--- src/panel_pkg.sv ---
/*
 Package for the front-panel display mode control block: register map,
 field layout, timing constants and display selections.
 Assumes a single 100 MHz clock and a 32-bit APB register bus.
*/
package panel_pkg;
   localparam int CLK_HZ = 100_000_000;
   // Timing in own units
   localparam int LAMP_TEST_MS = 4000;
   localparam int DEBOUNCE_MS = 10;
   localparam int BLINK_MS = 250;
   localparam int LAMP_TEST_CYC = LAMP_TEST_MS * (CLK_HZ / 1000);
   localparam int DEBOUNCE_CYC = DEBOUNCE_MS * (CLK_HZ / 1000);
   localparam int BLINK_CYC = BLINK_MS * (CLK_HZ / 1000);

   // Register byte offsets
   localparam logic [11:0] REG_CTRL = 12'h000;
   localparam logic [11:0] REG_STATUS = 12'h004;
   localparam logic [11:0] REG_IRQ_STAT = 12'h008;
   localparam logic [11:0] REG_IRQ_MASK = 12'h00C;
   localparam logic [11:0] REG_POWER = 12'h010;
   localparam logic [11:0] REG_RATE = 12'h014;
   localparam logic [11:0] REG_TRISE = 12'h018;

   // CTRL fields
   localparam int CTRL_REMOTE = 0;
   localparam int CTRL_SERVICE = 1;
   localparam int CTRL_STABLE = 2;

   // STATUS fields
   localparam int ST_IDLE = 0;
   localparam int ST_LAMP_TEST = 1;
   localparam int ST_ADDR_LSB = 8;
   localparam int ST_ADDR_MSB = 12;
   localparam int ST_ADDR_OK = 13;

   // Interrupt event bits
   localparam int EV_IDLE_KEY = 0;
   localparam int EV_RETURN_KEY = 1;
   localparam int EV_LOW_RES = 2;
   localparam int EV_NUM = 3;

   // Address switches
   localparam int SW_BITS = 8;
   localparam int ADDR_BITS = 5;
   localparam logic [4:0] ADDR_MAX = 5'h1E;
   localparam logic [4:0] ADDR_DEFAULT = 5'h18;
   localparam int SW_UNUSED_LO = 5;
   localparam int SW_UNUSED_HI = 6;
   localparam int SW_FACTORY = 7;

   localparam logic [15:0] DISP_ALL_ON = 16'h8888;
   localparam logic [15:0] DISP_ZERO = 16'h0000;

   typedef enum logic [2:0] {
      SHOW_TEST, SHOW_POWER, SHOW_RATE, SHOW_TRISE, SHOW_ADDR, SHOW_BLANK
   } show_e;
endpackage : panel_pkg

--- src/panel_display_mode_control.sv ---
/*
 Front-panel display mode control: picks the four-digit readout, drives
 unit and status lamps, idle toggle, panel/remote hand-back, address.
 Assumes synchronous key and sensor inputs, values written by firmware
 over APB, and a remote-bus engine outside that reports its state.
*/
// The APB register port and the register addresses were decided locally.
`timescale 1ns/100ps
`default_nettype none
module panel_display_mode_control
   import panel_pkg::*;
#(
   parameter int LAMP_TEST_CYCLES = LAMP_TEST_CYC,
   parameter int DEBOUNCE_CYCLES = DEBOUNCE_CYC,
   parameter int BLINK_CYCLES = BLINK_CYC
) (
   input wire logic mclk,
   input wire logic reset_n,
   input wire logic psel,
   input wire logic penable,
   input wire logic pwrite,
   input wire logic [11:0] paddr,
   input wire logic [31:0] pwdata,
   output logic [31:0] prdata,
   output logic pready,
   output logic pslverr,
   input wire logic key_rate,
   input wire logic key_trise,
   input wire logic key_idle,
   input wire logic key_return,
   input wire logic [SW_BITS-1:0] addr_switch,
   input wire logic reservoir_low,
   input wire logic bus_remote_req,
   input wire logic bus_servicing,
   output logic [15:0] display_digits,
   output logic lamp_rate,
   output logic lamp_degree,
   output logic lamp_stable,
   output logic lamp_low_res,
   output logic lamp_remote,
   output logic lamp_transact,
   output logic lamp_id,
   output logic [ADDR_BITS-1:0] station_addr,
   output logic station_addr_ok,
   output logic irq
);
   localparam int NKEY = 4;

   logic [NKEY-1:0] key_raw;
   logic [NKEY-1:0] key_clean_ff;
   logic [NKEY-1:0] key_press;
   logic [31:0] lamp_test_cnt_ff;
   logic lamp_test_ff;
   logic idle_ff;
   logic remote_ff;
   logic show_addr_ff;
   logic [31:0] blink_cnt_ff;
   logic blink_ff;
   logic [2:0] ctrl_ff;
   logic [15:0] power_ff;
   logic [15:0] rate_ff;
   logic [15:0] trise_ff;
   logic [EV_NUM-1:0] irq_stat_ff;
   logic [EV_NUM-1:0] irq_mask_ff;
   logic [EV_NUM-1:0] events;
   logic reservoir_low_d_ff;
   logic [ADDR_BITS-1:0] sw_addr;
   logic sw_ok;
   logic remote_req_d_ff;
   show_e nxt_show;
   logic [15:0] nxt_digits;
   logic wr_en;
   logic rd_en;

   assign key_raw = {key_return, key_idle, key_trise, key_rate};

   // Debounce each key: level must hold a full window before it is taken
   genvar gi;
   generate
      for (gi = 0; gi < NKEY; gi++) begin : g_debounce
         logic [31:0] cnt_ff;
         always_ff @(posedge mclk) begin
            if (!reset_n) begin
               cnt_ff <= '0;
               key_clean_ff[gi] <= 1'b0;
            end else if (key_raw[gi] == key_clean_ff[gi]) begin
               cnt_ff <= '0;
            end else if (cnt_ff >= 32'(DEBOUNCE_CYCLES - 1)) begin
               cnt_ff <= '0;
               key_clean_ff[gi] <= key_raw[gi];
            end else begin
               cnt_ff <= cnt_ff + 32'h1;
            end
         end
         always_ff @(posedge mclk) begin
            if (!reset_n) begin
               key_press[gi] <= 1'b0;
            end else begin
               key_press[gi] <= (key_raw[gi] != key_clean_ff[gi]) && !key_clean_ff[gi]
                  && (cnt_ff >= 32'(DEBOUNCE_CYCLES - 1));
            end
         end
      end
   endgenerate

   // Switch bank: low five positions weigh the address; positions 5 and 6 must be off for a valid address, position 7 ignored
   assign sw_addr = addr_switch[ADDR_BITS-1:0];
   assign sw_ok = (sw_addr <= ADDR_MAX) && !addr_switch[SW_UNUSED_LO]
      && !addr_switch[SW_UNUSED_HI];

   always_ff @(posedge mclk) begin
      if (!reset_n) begin
         station_addr <= ADDR_DEFAULT;
         station_addr_ok <= 1'b1;
      end else begin
         station_addr <= sw_addr;
         station_addr_ok <= sw_ok;
      end
   end

   // Power-up lamp test
   always_ff @(posedge mclk) begin
      if (!reset_n) begin
         lamp_test_cnt_ff <= '0;
         lamp_test_ff <= 1'b1;
      end else if (lamp_test_ff) begin
         if (lamp_test_cnt_ff >= 32'(LAMP_TEST_CYCLES - 1)) begin
            lamp_test_ff <= 1'b0;
         end
         lamp_test_cnt_ff <= lamp_test_cnt_ff + 32'h1;
      end
   end

   // Idle toggle; idle key presses during lamp test are ignored
   always_ff @(posedge mclk) begin
      if (!reset_n) begin
         idle_ff <= 1'b0;
      end else if (!lamp_test_ff && key_press[2]) begin
         idle_ff <= !idle_ff;
      end
   end

   // Remote enters on a request edge so hand-back sticks while req stays high
   always_ff @(posedge mclk) begin
      if (!reset_n) begin
         remote_req_d_ff <= 1'b0;
         remote_ff <= 1'b0;
      end else begin
         remote_req_d_ff <= bus_remote_req;
         if (remote_ff && key_press[3]) begin
            remote_ff <= 1'b0;
         end else if (ctrl_ff[CTRL_REMOTE] || (bus_remote_req && !remote_req_d_ff)) begin
            remote_ff <= 1'b1;
         end
      end
   end

   // Address view latched by return key in panel mode, cleared by other keys
   always_ff @(posedge mclk) begin
      if (!reset_n) begin
         show_addr_ff <= 1'b0;
      end else if (!remote_ff && key_press[3] && !lamp_test_ff) begin
         show_addr_ff <= 1'b1;
      end else if (|key_press[2:0] || remote_ff) begin
         show_addr_ff <= 1'b0;
      end
   end

   // Blink time base for the transaction lamp
   always_ff @(posedge mclk) begin
      if (!reset_n) begin
         blink_cnt_ff <= '0;
         blink_ff <= 1'b0;
      end else if (!bus_servicing) begin
         blink_cnt_ff <= '0;
         blink_ff <= 1'b0;
      end else if (blink_cnt_ff >= 32'(BLINK_CYCLES - 1)) begin
         blink_cnt_ff <= '0;
         blink_ff <= !blink_ff;
      end else begin
         blink_cnt_ff <= blink_cnt_ff + 32'h1;
      end
   end

   // Display selection; held rate and trise keys win over the address view
   always_comb begin
      nxt_show = SHOW_POWER;
      if (lamp_test_ff) begin
         nxt_show = SHOW_TEST;
      end else if (idle_ff) begin
         nxt_show = SHOW_BLANK;
      end else if (key_clean_ff[0]) begin
         nxt_show = SHOW_RATE;
      end else if (key_clean_ff[1]) begin
         nxt_show = SHOW_TRISE;
      end else if (show_addr_ff) begin
         nxt_show = SHOW_ADDR;
      end
      case (nxt_show)
         SHOW_TEST: nxt_digits = DISP_ALL_ON;
         SHOW_RATE: nxt_digits = rate_ff;
         SHOW_TRISE: nxt_digits = trise_ff;
         SHOW_ADDR: nxt_digits = {11'h000, station_addr};
         SHOW_BLANK: nxt_digits = DISP_ZERO;
         default: nxt_digits = power_ff;
      endcase
   end

   always_ff @(posedge mclk) begin
      if (!reset_n) begin
         display_digits <= DISP_ZERO;
         lamp_rate <= 1'b0;
         lamp_degree <= 1'b0;
         lamp_stable <= 1'b0;
         lamp_id <= 1'b0;
      end else begin
         display_digits <= nxt_digits;
         lamp_rate <= (nxt_show == SHOW_RATE) || lamp_test_ff;
         lamp_degree <= (nxt_show == SHOW_TRISE) || lamp_test_ff;
         lamp_stable <= (nxt_show == SHOW_POWER && ctrl_ff[CTRL_STABLE])
            || lamp_test_ff;
         lamp_id <= (nxt_show == SHOW_ADDR) || lamp_test_ff;
      end
   end

   always_ff @(posedge mclk) begin
      if (!reset_n) begin
         lamp_low_res <= 1'b0;
         lamp_remote <= 1'b0;
         lamp_transact <= 1'b0;
      end else begin
         lamp_low_res <= reservoir_low || lamp_test_ff;
         lamp_remote <= remote_ff || lamp_test_ff;
         lamp_transact <= (bus_servicing && blink_ff) || lamp_test_ff;
      end
   end

   // APB slave, zero wait states
   assign wr_en = psel && penable && pwrite;
   assign rd_en = psel && !penable && !pwrite;

   always_ff @(posedge mclk) begin
      if (!reset_n) begin
         ctrl_ff <= '0;
         power_ff <= DISP_ZERO;
         rate_ff <= DISP_ZERO;
         trise_ff <= DISP_ZERO;
         irq_mask_ff <= '0;
      end else if (wr_en) begin
         case (paddr)
            REG_CTRL: ctrl_ff <= pwdata[2:0];
            REG_IRQ_MASK: irq_mask_ff <= pwdata[EV_NUM-1:0];
            REG_POWER: power_ff <= pwdata[15:0];
            REG_RATE: rate_ff <= pwdata[15:0];
            REG_TRISE: trise_ff <= pwdata[15:0];
            default: ;
         endcase
      end
   end

   // Sticky events; a new event beats a same-cycle clear
   always_ff @(posedge mclk) begin
      if (!reset_n) begin
         reservoir_low_d_ff <= 1'b0;
      end else begin
         reservoir_low_d_ff <= reservoir_low;
      end
   end
   assign events = {reservoir_low && !reservoir_low_d_ff, key_press[3], key_press[2]};

   always_ff @(posedge mclk) begin
      if (!reset_n) begin
         irq_stat_ff <= '0;
      end else if (wr_en && paddr == REG_IRQ_STAT) begin
         irq_stat_ff <= (irq_stat_ff & ~pwdata[EV_NUM-1:0]) | events;
      end else begin
         irq_stat_ff <= irq_stat_ff | events;
      end
   end

   always_ff @(posedge mclk) begin
      if (!reset_n) begin
         irq <= 1'b0;
      end else begin
         irq <= |(irq_stat_ff & irq_mask_ff);
      end
   end

   always_ff @(posedge mclk) begin
      if (!reset_n) begin
         prdata <= '0;
         pready <= 1'b0;
         pslverr <= 1'b0;
      end else begin
         pready <= psel && !penable;
         pslverr <= 1'b0;
         if (rd_en) begin
            case (paddr)
               REG_CTRL: prdata <= {29'h0, ctrl_ff[2], ctrl_ff[1], remote_ff};
               REG_STATUS: prdata <= {18'h0, station_addr_ok, station_addr, 6'h00,
                  lamp_test_ff, idle_ff};
               REG_IRQ_STAT: prdata <= {29'h0, irq_stat_ff};
               REG_IRQ_MASK: prdata <= {29'h0, irq_mask_ff};
               REG_POWER: prdata <= {16'h0, power_ff};
               REG_RATE: prdata <= {16'h0, rate_ff};
               REG_TRISE: prdata <= {16'h0, trise_ff};
               default: prdata <= '0;
            endcase
         end
      end
   end

   a_test_ends: assert property (@(posedge mclk) disable iff (!reset_n)
      $fell(lamp_test_ff) |=> display_digits == power_ff || idle_ff
      || key_clean_ff[0] || key_clean_ff[1])
      else $error("display not power after lamp test");
   a_idle_blank: assert property (@(posedge mclk) disable iff (!reset_n)
      idle_ff && !lamp_test_ff |=> display_digits == DISP_ZERO)
      else $error("idle display not blank");
   a_rate_lamp: assert property (@(posedge mclk) disable iff (!reset_n)
      key_clean_ff[0] && !idle_ff && !lamp_test_ff
      |=> lamp_rate && display_digits == $past(rate_ff))
      else $error("rate view wrong");
   a_trise_lamp: assert property (@(posedge mclk) disable iff (!reset_n)
      key_clean_ff[1] && !key_clean_ff[0] && !idle_ff && !lamp_test_ff |=> lamp_degree)
      else $error("degree lamp off");
   a_stable_dark: assert property (@(posedge mclk) disable iff (!reset_n)
      !ctrl_ff[CTRL_STABLE] && !lamp_test_ff |=> !lamp_stable)
      else $error("stable lamp lit early");
   a_low_res: assert property (@(posedge mclk) disable iff (!reset_n)
      reservoir_low |=> lamp_low_res) else $error("low lamp dark");
   a_hand_back: assert property (@(posedge mclk) disable iff (!reset_n)
      remote_ff && key_press[3] |=> ##1 !lamp_remote || lamp_test_ff || ctrl_ff[CTRL_REMOTE])
      else $error("remote not released");
   // Lamps still show the test pattern one cycle after the test flag drops
   a_addr_view: assert property (@(posedge mclk) disable iff (!reset_n)
      lamp_id && !$past(lamp_test_ff)
      |-> display_digits[ADDR_BITS-1:0] == $past(station_addr))
      else $error("id lamp without address");
   a_remote_lamp: assert property (@(posedge mclk) disable iff (!reset_n)
      remote_ff |=> lamp_remote) else $error("remote lamp dark");
   a_blink_off: assert property (@(posedge mclk) disable iff (!reset_n)
      !bus_servicing && !lamp_test_ff |=> !lamp_transact) else $error("blink while idle");
endmodule : panel_display_mode_control
`default_nettype wire

--- config.mk ---
export PLATFORM = sky130hd
export DESIGN_NAME = panel_display_mode_control
export DESIGN_NICKNAME = d
export VERILOG_FILES = /design/src/panel_pkg.sv /design/src/panel_display_mode_control.sv
export SDC_FILE = /design/constraint.sdc
export NUM_CORES = 1
export LEC_CHECK = 0
export BUFFER_PORTS_ARGS = -buffer_cell sky130_fd_sc_hd__buf_2
export CAP_MARGIN = 20
export CORE_MARGIN = 5
export CORE_UTILIZATION = 60
export CTS_BUF_LIST = sky130_fd_sc_hd__clkbuf_8
export CTS_CLUSTER_DIAMETER = 80
export DETAILED_ROUTE_END_ITERATION = 10
export GPL_TIMING_DRIVEN = 0
export PLACE_DENSITY = 0.81
export SYNTH_ARGS = -nofsm -noshare
export SYNTH_HDL_FRONTEND = slang
export SYNTH_SLANG_ARGS = --single-unit
--- constraint.sdc ---
create_clock -name mclk -period 2.5 [get_ports mclk]
set_clock_uncertainty 0.15 [all_clocks]
set_input_delay 0.25 -clock mclk [delete_from_list [all_inputs] [get_ports mclk]]
set_output_delay 0.25 -clock mclk [all_outputs]
set_load 0.02 [all_outputs]
# Word-level counts from Yosys, hierarchy flattened

Cells that the tools add are included.

Add/subtract/negate cells: 6
$mul: 0
Divide/modulo/power cells: 0
Order comparisons: 7
Equal/unequal tests: 19
Shift-type cells: 0
Multiplexer cells: 12
Bitwise operators: 11
Reductions and logical operators: 67

Operators with widths:

| operator                                                             | number |
|---|---|
| adder 32 x 1 -> 32 bit (second input constant)                       | 6 |
| greater-or-equal comparator 32 x 20 -> 1 bit (second input constant) | 4 |
| case mux 16 bit (7 select lines)                                     | 1 |
| case mux 16 bit (5 select lines)                                     | 1 |
| == test 12 x 5 -> 1 bit (second input constant)                      | 3 |
| greater-or-equal comparator 32 x 25 -> 1 bit (second input constant) | 1 |
| greater-or-equal comparator 32 x 29 -> 1 bit (second input constant) | 1 |
| == test 12 x 4 -> 1 bit (second input constant)                      | 2 |
| logical AND 1 bit                                                    | 23 |
| OR reduction 3 bit                                                   | 7 |
| AND reduction 2 bit                                                  | 10 |
| 2-to-1 mux 3 bit                                                     | 6 |
| logical NOT 1 bit                                                    | 14 |
| == test 12 x 3 -> 1 bit (second input constant)                      | 1 |
| logical NOT 12 bit                                                   | 1 |
| logical OR 1 bit                                                     | 9 |
| bitwise AND 3 bit                                                    | 2 |
| == test 3 x 2 -> 1 bit (second input constant)                       | 2 |
| == test 3 bit (second input constant)                                | 2 |
| NOT 1 bit                                                            | 6 |
| OR 3 bit                                                             | 2 |
| <= comparator 5 bit (second input constant)                          | 1 |
| == test 1 bit                                                        | 4 |
| 2-to-1 mux 1 bit                                                     | 4 |
| other kinds (6)                                                      | 9 |

Register bits: 327
Latch bits: 0
Memory bits (writable): 0
ROM bits: 0
Input bits: 64
Output and inout port bits: 64
Memories kept: 0

# Depth between registers and ports, before layout

Depth in word-level cells: 8
Depth in mapped cells: 8
Gate-level depth less buffers: 6

# Worst setup path after synthesis

Ideal clock, no wire load.

Path type: in2reg
Start: in paddr[9]
End: reg trise_ff[5]
Setup time: 0.118 ns
Data arrival time: 2.019 ns
Slack: 0.212 ns
Stages on the path: 8
Path buffers: 3
Cells stage by stage: or4_4 -> buf_6 -> or4_4 -> or2_1 -> buf_6 -> buf_12 -> nand2_2 -> a21boi_2

Longest elaborated chain between the ends: 2

Ends and longest elaborated chain:

| item                                 | RTL line                          | text |
|---|---|---|
| from (decl)                          | panel_display_mode_control.sv:22  | `input wire logic [11:0] paddr,` |
| == test 12 x 5 -> 1 bit              | panel_display_mode_control.sv:250 | `case (paddr)` |
| AND reduction 2 bit (no source line) | -                                 |  |
| to (signal assigned)                 | panel_display_mode_control.sv:255 | `REG_TRISE: trise_ff <= pwdata[15:0];` |
| to (decl)                            | panel_display_mode_control.sv:62  | `logic [15:0] trise_ff;` |

No other way between the ends.
A chain may end at the register's enable or synchronous reset.

# Worst setup path in the final report

Start: reg g_debounce[2].cnt_ff[13]
End: reg g_debounce[2].cnt_ff[16]

Longest elaborated chain between the ends: 2
Elaborated cells on any way between the ends: 3
Those cells by class: add/sub (1); order compare (1); reduce/logical (1)

Ends and longest elaborated chain:

| item                                         | RTL line                         | text |
|---|---|---|
| from (decl)                                  | panel_display_mode_control.sv:81 | `logic [31:0] cnt_ff;` |
| from (signal assigned)                       | panel_display_mode_control.sv:92 | `cnt_ff <= cnt_ff + 32'h1;` |
| greater-or-equal comparator 32 x 20 -> 1 bit | panel_display_mode_control.sv:88 | `end else if (cnt_ff >= 32'(DEBOUNCE_CYCLES - 1)) begin` |
| OR reduction 3 bit (no source line)          | -                                |  |

Several ways; a longest one is shown, not always the timed one.

==> metrics.md <==
| Metric | Value |
|---|---|
| Outcome | `finished clean` |
| Skew-Pair Late Insertion Delay | `580 ps` |
| Die Span X | `155 um` |
| Register area share after synthesis | `49.5%` |
| Core Region | `0.0208 sq mm` |
| Post-synthesis instance total | `1351` |
| Nets | `1677` |
| Chip Height | `155 um` |
| Worst-margin pin slew | `823 ps` |
| Initial antenna violation count | `2` |
| Compound-Gate Fraction of Synth Area | `12.9%` |
| Yosys top cell by area | `dfxtp_1` |
| Initial Util | `60.5%` |
| Final WS setup | `49.7 ps` |
| Yosys top cell area share | `49.5%` |
| Synthesis warning total | `0` |
| Buffers on Ports | `91` |
| Netlist cell types | `70` |
| # DRC | `0` |
| Dpl ws | `-206 ps` |
| Final setup viols | `0` |
| Clock Path Buffers | `3` |
| Max-Cap Viols | `0` |
| Critical R2R Capture | `g_debounce[2].cnt_ff[16]$_SDFF_PP0_` |
| Crit path kind | `reg2reg` |
| RR Startpoint | `g_debounce[2].cnt_ff[13]$_SDFF_PP0_` |
| Fin crit share | `98.0%` |
| Post-route ant nets | `0` |
| Leakage Power | `5.69 nW` |
| Worst slew margin | `44.7%` |
| Unrepaired setup endpoints after global routing | `true` |
| Synth Register Bits | `311` |
| TritonCTS clock tree | `yes` |
| Max VDD drop | `0.522 mV` |
| Post-synth ARST share | `0%` |
| CP max FO | `10` |
| Clock-pin slew on the worst setup and hold paths | `60 ps` |
| Synth cell count leaders | `dfxtp_1 (311), nand2_1 (138), nor2_1 (131)` |
| Top-count cell post-synth | `dfxtp_1` |
| Detailed Place HPWL | `20300 um` |
| Layout Cells excl Fill | `1915` |
| CP startpoint kind | `flop` |
| Gr usage total | `23.9%` |
| Fmax | `408 MHz` |
| First drt pass iteration count | `8` |
| Hold Slack | `23.4 ps` |
| Simple-Gate Fraction of Synth Area | `23.1%` |
| Layout cells sized above 1 | `15.2%` |
| DR vias | `10600` |
| Synth Area in XOR/XNOR | `8.28%` |
| Crit. End Element | `flop` |
| Routed WL | `29700 um` |
| Synthesized cell area | `0.0126 sq mm` |
| DR iter-0 viols | `926` |
| Crit path DAT | `2730 ps` |
| Root Buffer | `clkbuf_8` |
| Reg2Reg Depth | `6` |
| CP Capture Point | `g_debounce[2].cnt_ff[16]$_SDFF_PP0_` |
| Routed len/inst | `15.5 um` |
| Fillers | `1531` |
| Synth area leaders | `dfxtp_1 (49%), xor2_1 (4.7%), nand2_1 (4.1%), nor2_1 (3.9%), xnor2_1 (3.5%)` |
| Synth-to-layout area growth | `20.6%` |
| Total congestion overflow | `0` |
| Total Die Area | `0.0240 sq mm` |
| Tot Pwr | `10.3 mW` |
| Total CTS buffers | `49` |
| Crit path launch | `g_debounce[2].cnt_ff[13]$_SDFF_PP0_` |
| Clock Sinks | `311` |
| Fin. max-slew vios | `0` |
| PwrDens | `677 mW/mm^2` |
| First-pass GRT wire length | `48200 um` |
| Hold Path Class | `in2reg` |
| Vias/cell | `5.53` |
| Placed Instances | `1791` |
| Post-synthesis adder-cell area fraction | `0.994%` |
| H-Tree Depth | `2` |
| Row Count | `53` |
| Vias in the first global route | `10100` |
| WP data required | `2780 ps` |
| Syn Area/Cell | `9.32 sq um` |
| Top Ports | `128` |
| Routability Congestion | `0.920` |
| Fin crit period | `2450 ps` |
| Post-synth EDFFs | `0` |
| Hold Vio Cnt, Final | `0` |
| Mux cell area share after synthesis | `1.52%` |
| Ys flop type | `dfxtp_1` |
| Reg2reg setup slack | `50 ps` |
| Largest net degree at the start of global routing | `14` |
| Main combinational cell family by area after synthesis | `simple AND/OR/NAND/NOR gates` |
cells in the final DEF (no fill, tap or decap), types with 32 or more instances in the layout:
| master | synthesis | layout |
|---|---|---|
| nor4_1 | 36 | 35 |
| xnor2_1 | 51 | 51 |
| nand4_1 | 34 | 34 |
| dfxtp_1 | 311 | 311 |
| buf_2 | 7 | 99 |
| clkbuf_1 | 49 | 46 |
| xor2_1 | 68 | 68 |
| dlygate4sd3_1 | 0 | 32 |
| a21boi_0 | 56 | 56 |
| conb_1 | 1 | 72 |
| clkbuf_8 | 0 | 64 |
| nand2_1 | 138 | 137 |
| and2_1 | 39 | 39 |
| nand3_1 | 55 | 55 |
| nor2_1 | 131 | 130 |
| o21ai_0 | 60 | 60 |
layout make-up:
class | count | area [sq um] | share of cell area (%)
repair buffers | 130 | 821 | 5.41
well taps | 275 | 344 | 2.27
multi-input cells | 1013 | 6180 | 40.7
diodes | 2 | 5.00 | 0.0330
clock buffers | 64 | 881 | 5.80
plain buffers | 79 | 413 | 2.72
clock inverters | 22 | 236 | 1.56
flip-flops and latches | 311 | 6230 | 41.0
inverters | 19 | 71.3 | 0.470
metal layers:
metal	global-route usage, %	wire length, um
met5	0	0
met1	30.9	12700
met2	39.9	14000
met4	8.83	862
met3	4.67	2180
how the worst min path moves through the flow:
stage / startpoint / end / cells past startpoint
finish: paddr[3] / prdata[0]$_SDFFE_PN0P_ / 3
floorplan: addr_switch[6] / station_addr_ok$_SDFF_PN1_ / 1
global route: paddr[3] / prdata[3]$_SDFFE_PN0P_ / 3
global placement: prdata[2]$_SDFFE_PN0P_ / prdata[2]$_SDFFE_PN0P_ / 1
CTS: paddr[3] / prdata[0]$_SDFFE_PN0P_ / 3
detailed placement: prdata[13]$_SDFFE_PN0P_ / prdata[13]$_SDFFE_PN0P_ / 2
what timing repair did:
item / CTS / global route
hold buffers: 32 / 0
endpoints found under the hold margin: 75 / 0
setup endpoints to repair: 0 / 77
buffers inserted: 0 / 4
resized for setup: 0 / 15
worst max-delay path, stage by stage, from the launching register on:
cell and delay, ps:
dfxtp_1 340, or4_1 560, or4_1 510, o32a_1 270, nand4b_1 230, buf_4 220, nor2_1 60
registers in the layout, summed over array words and instances, names as in the netlist, 4 cells and up:
register,cells
display_digits,16
lamp_test_cnt_ff,32
key_clean_ff,4
trise_ff,16
rate_ff,16
station_addr,5
power_ff,16
prdata,16
g_debounce.cnt_ff,128
blink_cnt_ff,32
stage by stage:
step | setup TNS, ps | util, % | area [sq um]
after detailed placement | -4310 | 65.6 | 13700
after floorplan | 0 | - | 12900
after global routing | -1370 | 72.9 | 15200
after global placement | -7330 | 65.6 | 13700
after CTS | 0 | 72.6 | 15100
final | 0 | 72.9 | 15200
kinds of logic (layout without fill, tap and decap cells):
| kind of cell | count (synthesis) | after routing |
|---|---|---|
| and+or+nand+nor | 570 | 570 |
| DFF | 311 | 311 |
| AOI/OAI and AO/OA | 225 | 225 |
| xor gates and xnor gates | 119 | 119 |
| buffers and inverters | 98 | 314 |
| muxes | 17 | 17 |
| adders and majority gates | 10 | 10 |
| other | 1 | 74 |
where the power goes:
part,leakage [nW],internal [mW],total (mW),switching [mW]
logic,2.55,0.173,0.404,0.232
registers,2.54,5.04,5.09,0.0457
clock network,0.603,2.81,4.78,1.96
Power figures use the tool's default switching activity.
